## config.mk

```make
export PLATFORM = sky130hd
export DESIGN_NAME = serdes_pcs_ctrl_tx_crc_counter
export DESIGN_NICKNAME = d
export VERILOG_FILES = /design/src/design/serdes_pcs_pkg.sv /design/src/design/serdes_pcs_ctrl_tx_crc_counter.sv
export VERILOG_INCLUDE_DIRS = /design/src /design/src/design
export SDC_FILE = /design/constraint.sdc
export NUM_CORES = 1
export LEC_CHECK = 0
export BUFFER_PORTS_ARGS = -buffer_cell sky130_fd_sc_hd__buf_2
export CORE_ASPECT_RATIO = 1.4
export CORE_MARGIN = 2
export CORE_UTILIZATION = 45
export DETAILED_ROUTE_END_ITERATION = 12
export PLACE_DENSITY_LB_ADDON = 0.3
export SETUP_SLACK_MARGIN = 0.02
export SLEW_MARGIN = 20
export SYNTH_ARGS = -nofsm -noshare
export SYNTH_HDL_FRONTEND = slang
export SYNTH_SLANG_ARGS = --single-unit
```

## constraint.sdc

```tcl
create_clock -name pclk -period 2.04 [get_ports pclk]
set_input_delay 0.204 -clock pclk [delete_from_list [all_inputs] [get_ports pclk]]
set_output_delay 0.204 -clock pclk [all_outputs]
set_load 0.02 [all_outputs]
```

## src/design/serdes_pcs_consts.svh

```systemverilog
// constants for the media pcs control and tx crc counter register bank
`ifndef SERDES_PCS_CONSTS_SVH
`define SERDES_PCS_CONSTS_SVH
`define IDX_TXCRC    8'h16
`define IDX_PCSCTL   8'h17
`define IDX_ADV      8'h19
`define TXCRC_WMASK  16'he000
`define PCSCTL_WMASK 16'h3877
`define PCSCTL_RST   16'h1010
`define ADV_RST      16'h0000
`define SEL_MEDIA    2'h0
`define SEL_MAC      2'h1
`define BIT_PREFIX   13
`define BIT_PARDET   13
`define BIT_CEXTDIS  12
`define BIT_FORCEADV 11
`define BIT_RXPOL    6
`define BIT_TXPOL    5
`define BIT_ODDINH   4
`define BIT_HLS      2
`define BIT_FFEFI    1
`define BIT_FEFIVAL  0
`define PRE_MAX      5'h08
`define CNT_MAX      8'hff
`endif

```

## src/design/serdes_pcs_pkg.sv

```systemverilog
// types shared by the media pcs control block
package serdes_pcs_pkg;
  typedef struct packed {
    logic preamble_fix;
    logic par_det_en;
    logic carrier_ext_dis;
    logic force_adv;
    logic rx_pol_inv;
    logic tx_pol_inv;
    logic odd_inhibit;
    logic force_hls;
    logic force_fefi;
    logic fefi_val;
  } pcs_ctrl_t;
  typedef struct packed {
    logic drop_pre_byte;
    logic drop_first_55;
    logic delay_one_byte;
  } egress_act_t;
endpackage

```

## src/design/serdes_pcs_ctrl_tx_crc_counter.sv

```systemverilog
// media pcs control and tx crc error counter register bank on apb
//
// The APB interface to the registers was left to the implementer.
`timescale 1ns/1ps
`include "serdes_pcs_consts.svh"

// Notes on behaviour
// - selector 00 media, 01 mac, others reserved
// - preamble fix drops one byte above eight
// - eight bit crc error count saturates
// - counters advance only while media link up
// - read back remote fault sent to media
// - read-write bit enables parallel detection
// - carrier extension disable, resets to one
// - force bit selects stored advertised word
// - two bits invert rx and tx polarity
// - odd start drops 0x55 or delays
// - force hls sends halt line state
// - force fefi takes value bit
// - fefi value bit on or suppress
// - advertised word resets zero, gated writes
module serdes_pcs_ctrl_tx_crc_counter #(
  parameter int ADDR_W = 12                        // apb address width
) (
  input  wire logic                      pclk,              // apb clock, 20 mhz
  input  wire logic                      presetn,           // async reset, active low
  input  wire logic                      psel,              // apb select
  input  wire logic                      penable,           // apb access phase
  input  wire logic                      pwrite,            // apb direction
  input  wire logic [ADDR_W-1:0]         paddr,             // apb byte address
  input  wire logic [31:0]               pwdata,            // apb write data
  input  wire logic [3:0]                pstrb,             // apb byte strobes
  output logic      [31:0]               prdata,            // apb read data
  output logic                           pready,            // apb ready
  output logic                           pslverr,           // apb error
  input  wire logic                      media_link_up,     // media link state, async pin
  input  wire logic                      media_tx_crc_err,  // media tx crc error pulse
  input  wire logic                      mac_tx_crc_err,    // mac tx crc error pulse
  input  wire logic [1:0]                remote_fault_sent, // remote fault sent in last exchange
  input  wire logic [15:0]               auto_adv_word,     // automatically built ability word
  input  wire logic                      fefi_auto,         // automatic far-end fault request
  input  wire logic                      egress_sof,        // egress frame start pulse
  input  wire logic [4:0]                preamble_len,      // preamble bytes of this frame
  input  wire logic                      odd_start,         // frame starts on odd byte
  output serdes_pcs_pkg::pcs_ctrl_t      ctrl,              // control bits to the pcs
  output serdes_pcs_pkg::egress_act_t    egress_act,        // per-frame egress actions
  output logic      [15:0]               adv_word_tx,       // ability word sent on media
  output logic                           fefi_tx,           // far-end fault to transmit
  output logic                           hls_tx             // halt line state to transmit
);

  // the highest register index times four must fit the address
  if (ADDR_W < 7) begin : g_chk
    $error("ADDR_W too small for the register map");
  end

  // address decode, used for read and write paths
  function automatic logic hit(input logic [ADDR_W-1:0] a, input logic [7:0] idx);
    hit = (a == ADDR_W'({idx, 2'b00}));
  endfunction

  // link state synchroniser
  logic        link_meta_reg;   // first stage, read only by second
  logic        link_up_reg;     // synchronised link state
  // stored registers
  logic [15:0] txcrc_reg;       // writable bits of the counter register
  logic [15:0] pcsctl_reg;      // writable bits of the pcs control register
  logic [15:0] adv_reg;         // stored advertised ability word
  logic [7:0]  cnt_reg [2];     // 0 media, 1 mac crc error counts
  logic [31:0] prdata_reg;      // read data captured in setup

  // decode
  // a write lands only on a mapped register in the access phase
  wire         sel_txcrc  = hit(paddr, `IDX_TXCRC);
  wire         sel_pcsctl = hit(paddr, `IDX_PCSCTL);
  wire         sel_adv    = hit(paddr, `IDX_ADV);
  wire         addr_ok    = sel_txcrc | sel_pcsctl | sel_adv;
  wire         setup_ph   = psel & ~penable;
  wire         access_ph  = psel & penable;
  wire         wr_go      = access_ph & pwrite & addr_ok;
  wire  [15:0] lane_m     = {{8{pstrb[1]}}, {8{pstrb[0]}}};
  wire  [1:0]  cnt_sel    = txcrc_reg[15:14];
  wire  [1:0]  ev         = {mac_tx_crc_err, media_tx_crc_err};

  // counter view follows the selector; reserved codes read zero
  wire  [7:0]  cnt_view   = (cnt_sel == `SEL_MEDIA) ? cnt_reg[0] :
                            (cnt_sel == `SEL_MAC)   ? cnt_reg[1] : 8'h00;

  // masked write values; reserved bits never stored
  wire  [15:0] wm_txcrc   = lane_m & `TXCRC_WMASK;
  wire  [15:0] wm_pcsctl  = lane_m & `PCSCTL_WMASK;
  wire  [15:0] txcrc_next  = (txcrc_reg & ~wm_txcrc) | (pwdata[15:0] & wm_txcrc);
  wire  [15:0] pcsctl_next = (pcsctl_reg & ~wm_pcsctl) | (pwdata[15:0] & wm_pcsctl);
  wire  [15:0] adv_next    = (adv_reg & ~lane_m) | (pwdata[15:0] & lane_m);

  // read words; reserved fields are zero
  wire  [15:0] txcrc_rd   = {txcrc_reg[15:13], 5'h00, cnt_view};
  wire  [15:0] pcsctl_rd  = {remote_fault_sent, pcsctl_reg[13:0]};
  wire  [15:0] rd_word    = sel_txcrc  ? txcrc_rd  :
                            sel_pcsctl ? pcsctl_rd :
                            sel_adv    ? adv_reg   : 16'h0000;

  // control bits to the pcs, straight from register flops
  assign ctrl.preamble_fix    = txcrc_reg[`BIT_PREFIX];
  assign ctrl.par_det_en      = pcsctl_reg[`BIT_PARDET];
  assign ctrl.carrier_ext_dis = pcsctl_reg[`BIT_CEXTDIS];
  assign ctrl.force_adv       = pcsctl_reg[`BIT_FORCEADV];
  assign ctrl.rx_pol_inv      = pcsctl_reg[`BIT_RXPOL];
  assign ctrl.tx_pol_inv      = pcsctl_reg[`BIT_TXPOL];
  assign ctrl.odd_inhibit     = pcsctl_reg[`BIT_ODDINH];
  assign ctrl.force_hls       = pcsctl_reg[`BIT_HLS];
  assign ctrl.force_fefi      = pcsctl_reg[`BIT_FFEFI];
  assign ctrl.fefi_val        = pcsctl_reg[`BIT_FEFIVAL];

  // zero wait slave: data is fetched during setup
  assign pready  = 1'b1;
  assign pslverr = access_ph & ~addr_ok;
  assign prdata  = prdata_reg;

  // two flop synchroniser for the async link pin
  // the first stage may go metastable, so only the second stage feeds the counters
  always_ff @(posedge pclk or negedge presetn) begin
    if (!presetn) begin
      link_meta_reg <= 1'b0;
      link_up_reg   <= 1'b0;
    end else begin
      link_meta_reg <= media_link_up;
      link_up_reg   <= link_meta_reg;
    end
  end

  // register writes; unmapped writes are dropped
  always_ff @(posedge pclk or negedge presetn) begin
    if (!presetn) begin
      txcrc_reg  <= 16'h0000;
      pcsctl_reg <= `PCSCTL_RST;
      adv_reg    <= `ADV_RST;
    end else if (wr_go) begin
      if (sel_txcrc) begin
        txcrc_reg <= txcrc_next;
      end
      if (sel_pcsctl) begin
        pcsctl_reg <= pcsctl_next;
      end
      // the stored word only opens while forcing is on
      if (sel_adv && pcsctl_reg[`BIT_FORCEADV]) begin
        adv_reg <= adv_next;
      end
    end
  end

  // read capture in setup phase so prdata is a flop output
  // trade-off: reads show register state one cycle before the access edge
  always_ff @(posedge pclk or negedge presetn) begin
    if (!presetn) begin
      prdata_reg <= 32'h0000_0000;
    end else if (setup_ph) begin
      prdata_reg <= {16'h0000, rd_word};
    end
  end

  // both counters run only with link up, whatever the selector
  // holding at the top keeps a stuck error source from wrapping to a small count
  for (genvar i = 0; i < 2; i++) begin : g_cnt
    always_ff @(posedge pclk or negedge presetn) begin
      if (!presetn) begin
        cnt_reg[i] <= 8'h00;
      end else if (ev[i] && link_up_reg && cnt_reg[i] != `CNT_MAX) begin
        cnt_reg[i] <= cnt_reg[i] + 8'h01;
      end
    end
  end

  // media transmit controls, registered
  // registering costs a cycle but keeps decode glitches off the media serialiser
  always_ff @(posedge pclk or negedge presetn) begin
    if (!presetn) begin
      adv_word_tx <= 16'h0000;
      fefi_tx     <= 1'b0;
      hls_tx      <= 1'b0;
    end else begin
      adv_word_tx <= ctrl.force_adv ? adv_reg : auto_adv_word;
      fefi_tx     <= ctrl.force_fefi ? ctrl.fefi_val : fefi_auto;
      hls_tx      <= ctrl.force_hls;
    end
  end

  // per-frame egress actions, one cycle pulses after the start
  // the framer acts on these in the byte that follows the frame start
  always_ff @(posedge pclk or negedge presetn) begin
    if (!presetn) begin
      egress_act <= '0;
    end else begin
      egress_act.drop_pre_byte  <= egress_sof & ctrl.preamble_fix & (preamble_len > `PRE_MAX);
      egress_act.drop_first_55  <= egress_sof & odd_start & ctrl.odd_inhibit;
      egress_act.delay_one_byte <= egress_sof & odd_start & ~ctrl.odd_inhibit;
    end
  end
endmodule

```

; Word-level counts from Yosys, hierarchy flattened
; Cells that the tools add are included.
[totals]
inputBits = 82
wordCells = 66
regBits = 103
[classes]
add_sub_neg = 2
order_cmp = 1
muxes = 7
bitwise = 27
n_reduce_logical = 9
n_eq_ne = 6
[op_table]
columns = operator, n
row1 = $and A16 B16 Y16, 5
row2 = $mux W16, 4
row3 = $or A16 B16 Y16, 3
row4 = $eq A12 B7 Y1 const B, 3
row5 = $not A16 Y16, 2
row6 = $add A8 B1 Y8 const B, 2
row7 = $and A16 B14 Y16, 1
row8 = $mux W8, 2
row9 = $ne A8 B8 Y1 const B, 2
row10 = $not A14 Y16, 1
row11 = $and A1 B1 Y1, 10
row12 = $reduce_and A2 Y1, 3
row13 = $gt A5 B4 Y1 const B, 1
row14 = $logic_and A1 B1 Y1, 5
row15 = $not A1 Y1, 3
row16 = $eq A2 B1 Y1 const B, 1
row17 = $logic_not A2 Y1, 1
row18 = $or A1 B1 Y1, 2
row19 = $mux W1, 1

; Longest topological paths before layout
[depth]
ltp_word = 5
mapped_depth = 5

; Worst setup path after synthesis
; No wires, ideal clock.
[synth_timing]
kind = input to register
from = input paddr[9]
to = register with a tool-made name
cell_stages = 5
path_slack_ns = -0.055
n_path_buf = 1
arrival_ns = 1.970
cell_sequence = or4_1 -> buf_4 -> nor3b_4 -> nor3b_4 -> mux2_2
[synth_lines]
columns = element, line
row1 = start: declaration, serdes_pcs_ctrl_tx_crc_counter.sv:30  ; input wire logic [ADDR_W-1:0] paddr,

; Final worst setup path
[layout_timing]
from = input paddr[7]
to = output pslverr
[layout_between]
elab_chain_cells = 5
[layout_rtl]
columns = element, line
row1 = $eq A12 B7 Y1, serdes_pcs_ctrl_tx_crc_counter.sv:59  ; hit = (a == ADDR_W'({idx, 2'b00}));
row2 = $or A1 B1 Y1, serdes_pcs_ctrl_tx_crc_counter.sv:77  ; wire addr_ok = sel_txcrc | sel_pcsctl | sel_adv;
row3 = $or A1 B1 Y1 (*), serdes_pcs_ctrl_tx_crc_counter.sv:77
row4 = $not A1 Y1 (*), serdes_pcs_ctrl_tx_crc_counter.sv:117  ; assign pslverr = access_ph & ~addr_ok;
row5 = $and A1 B1 Y1 (*), serdes_pcs_ctrl_tx_crc_counter.sv:117
row6 = end: declaration, serdes_pcs_ctrl_tx_crc_counter.sv:35  ; output logic pslverr,
; Every way passes the cells marked *; elsewhere a longest branch is shown, timed or not.

==> summary.txt <==
===============================================================================
Worst hold path depth                                                         2
Critical Path Fanout Max                                                      4
Die area                                                           0.00913 sq mm
Final core utilization                                                    58.7%
DR vias/cell                                                               5.13
Min cycle time layout                                                   1.81 ns
Number of filler cells placed in the layout                                 687
Initial core utilization                                                  46.2%
Worst skew pair latency                                                 0.33 ns
Clk pin slew, worst setup/hold paths                                    0.06 ns
Post-CTS resize count                                                         0
Upper clock frequency limit                                           0.551 GHz
Count of flip-flops with a built-in enable after synthesis                    0
Worst EP required                                                       1.84 ns
Vias after detailed routing                                               2,762
Top cell by count, worst path                                             buf_2
Pre-CTS setup slack                                                  -0.0120 ns
Power density over cell area                                        823 mW/mm^2
Flip-flop cell with the highest count after synthesis                   dfrtp_1
Count of antenna-violating nets left after detailed routing                   0
Number of buffers and inverters on the critical path                          3
Iteration-0 DRC count of the detailed router                                 94
Number of cells traversed by the worst register-to-register path              5
Nature of the critical path endpoint                               primary output
DRC viols                                                                     0
Worst hold-check path type                                         primary input to register
FF-to-FF setup slack                                                    0.31 ns
Static leakage                                                          2.45 nW
Total count of hold-check failures in the final report                        0
Num CTS Buffers                                                               9
Post-synth cell types                                                        41
Proportion of synthesized chip area in sequential cells                   55.2%
Main combinational cell family by area after synthesis             multiplexers
Number of instances in the synthesized netlist                              302
Netlist Area Pre-Place                                             0.00377 sq mm
Number of global-route vias before repair                                 2,735
Aggregate global routing overflow                                             0
Sum of negative setup slack                                                0 ns
Source of the worst register-to-register timing path                 cnt_reg[0]
Peak ir drop on the vdd network                                        0.583 mV
Source of the worst hold timing path                                  fefi_auto
CTS Buffer Depth                                                              2
Area fraction in compound gates after synthesis                           5.58%
Routability-driven placement congestion ratio                             0.803
Number of warnings issued by yosys                                            0
Result of the run                                                  finished, final reports clean
Area share of xor/xnor cells in the synthesized design                    3.26%
Element type at the critical path start                            primary input
HPWL reported at the end of detailed placement                     6430 microns
Multi-input gate area                                              0.00157 sq mm
Post-Synth Simple-Gate Area                                               12.9%
Critical Setup Path Class                                          primary input to primary output
Number of rows created at floorplan                                          39
DR pass1 iterations                                                           4
Mux share of post-synthesis cell area                                     17.2%
Clock tree sinks                                                             83
Synth area leader                                                       dfrtp_1
Terminating pin of the worst hold path                                  fefi_tx
FF-to-FF End                                                         cnt_reg[7]
Width of the chip                                                  81.3 microns
Post-detailed-routing wire length                                  8450 microns
Layout cells sized above 1                                                47.0%
Fraction of registers with async set/reset                                 100%
Count of maximum capacitance violations                                       0
Cells traversed along the worst timing path                        buf_2 -> or4b_4 -> buf_4 -> nor2_1 -> o21ai_0 -> and3_1 -> buf_2
Overall global routing resource usage                                     19.6%
Die Span Y                                                          112 microns
Area added between synthesis and finish                                   27.0%
Final setup slack of the worst path                                    0.226 ns
Post-synthesis register bit count                                            83
TritonCTS clock tree                                                      built
Setup violation total in the final timing report                              0
Post-synthesis adder-cell area fraction                                  0.664%
Count of buffers from port buffering                                        111
Mean instance size in the synthesized netlist                        12.5 sq um
Worst-case clock skew                                                 0.0100 ns
Maximum number of pins on one net before global-route repair                 50
Peak per-stage delay on the critical path                               0.56 ns
Number of placed I/O pins                                                   147
First-pass GRT wire length                                         13,300 microns
H-Tree Level Count                                                            3
Cells taking the most area after synthesis                         dfrtp_1 (54%), mux2_2 (16%), buf_4 (3.8%), nand2_1 (2.7%), xnor2_1 (2.1%)
Ratio of final minimum period to clock period                             88.9%
Setup repair after global routing missed its margin                       false
Inserted Diodes                                                               0
Signal arrival time at the worst endpoint                               1.61 ns
Area share of the leading cell type in the synthesized netlist            53.8%
Standard cell core area                                            0.00815 sq mm
Cell family with the largest share of critical-path delay          simple AND/OR/NAND/NOR gates
Cell at the root of the clock tree                                    clkbuf_16
Average detailed-routed wire length per instance                   15.7 microns
Cell with the largest stage delay on the worst path                      or4b_4
Seq. cell area                                                     0.00208 sq mm
Final slew viol count                                                         0
Antenna violations before repair                                              0
Final Net Count                                                             515
===============================================================================
==> stage by stage <==
stage	hold slack, ns	cell area (sq um)	power, mW	cells
after global routing	0.0999	4780	4.12	538
final	0.101	4780	3.94	538
after CTS	0.0942	4780	3.97	538
after floorplan	-0.0916	3850	2.29	317
after global placement	0.182	4500	2.48	520
after detailed placement	0.187	4500	2.51	520
==> synth_stat cells, drive strengths merged, types with 2 or more instances <==
library cell,instances
o21ai,8
or4,2
a22oi,4
dfstp,2
and3,6
conb,2
xor2,5
clkbuf,7
nor2,15
a221oi,6
inv,3
dfrtp,81
and4,2
nand2b,2
buf,20
nor3b,4
nand3,5
a21oi,11
nor4,3
ha,2
xnor2,9
mux2,55
nand2,27
nand4,7
mux2i,3
==> worst max path at each step <==
stage | start | end | depth (start not counted)
floorplan | paddr[7] | register | 5
global placement | paddr[9] | register | 6
detailed placement | paddr[9] | register | 6
CTS | paddr[7] | pslverr | 7
global route | paddr[7] | pslverr | 7
finish | paddr[7] | pslverr | 7
==> per-layer routing <==
metal	share of wire, %	track usage (%)	up-vias
li1	-	-	1302
met1	40	23.9	1363
met2	53	32.5	80
met3	4.8	3.62	17
met4	2.4	10.1	0
met5	0	0	-
==> power breakdown <==
group	leakage, nW	internal (mW)	switching [mW]
sequential	1.08	1.79	0.153
combinational	1.25	0.255	0.284
clock	0.125	0.861	0.595
total	2.45	2.91	1.03
==> logic make-up after synthesis <==
kind of cell,count (synthesis)
fa+ha+maj,2
buf+inv,30
other cells,2
mux,58
compound gates,33
xor+xnor,14
simple gates,80
flops,83
==> timing repair <==
item	in CTS	in global routing
hold endpoints to repair	34	0
hold buffers	2	0
buffers inserted	0	0
==> placed cells by master, fill, tap and decap left out, drive strengths merged, types with 3 or more instances in the layout <==
cell type / count
o21ai: 8
a21oi: 11
nand2: 27
clkbuf: 16
and3: 6
xor2: 5
nor4: 3
dfrtp: 81
nor3b: 4
nor2: 15
nand4: 7
nand3: 5
mux2: 55
a221oi: 6
buf: 128
inv: 3
a22oi: 4
conb: 17
xnor2: 9
mux2i: 3
==> layout make-up <==
type                    count  area share, %
clock buffers              16           5.47
well taps                 102           2.67
multi-input cells         204           32.9
flip-flops and latches     83           43.5
repair buffers            130           15.3
inverters                   3          0.235
Power figures use the tool's default switching activity.
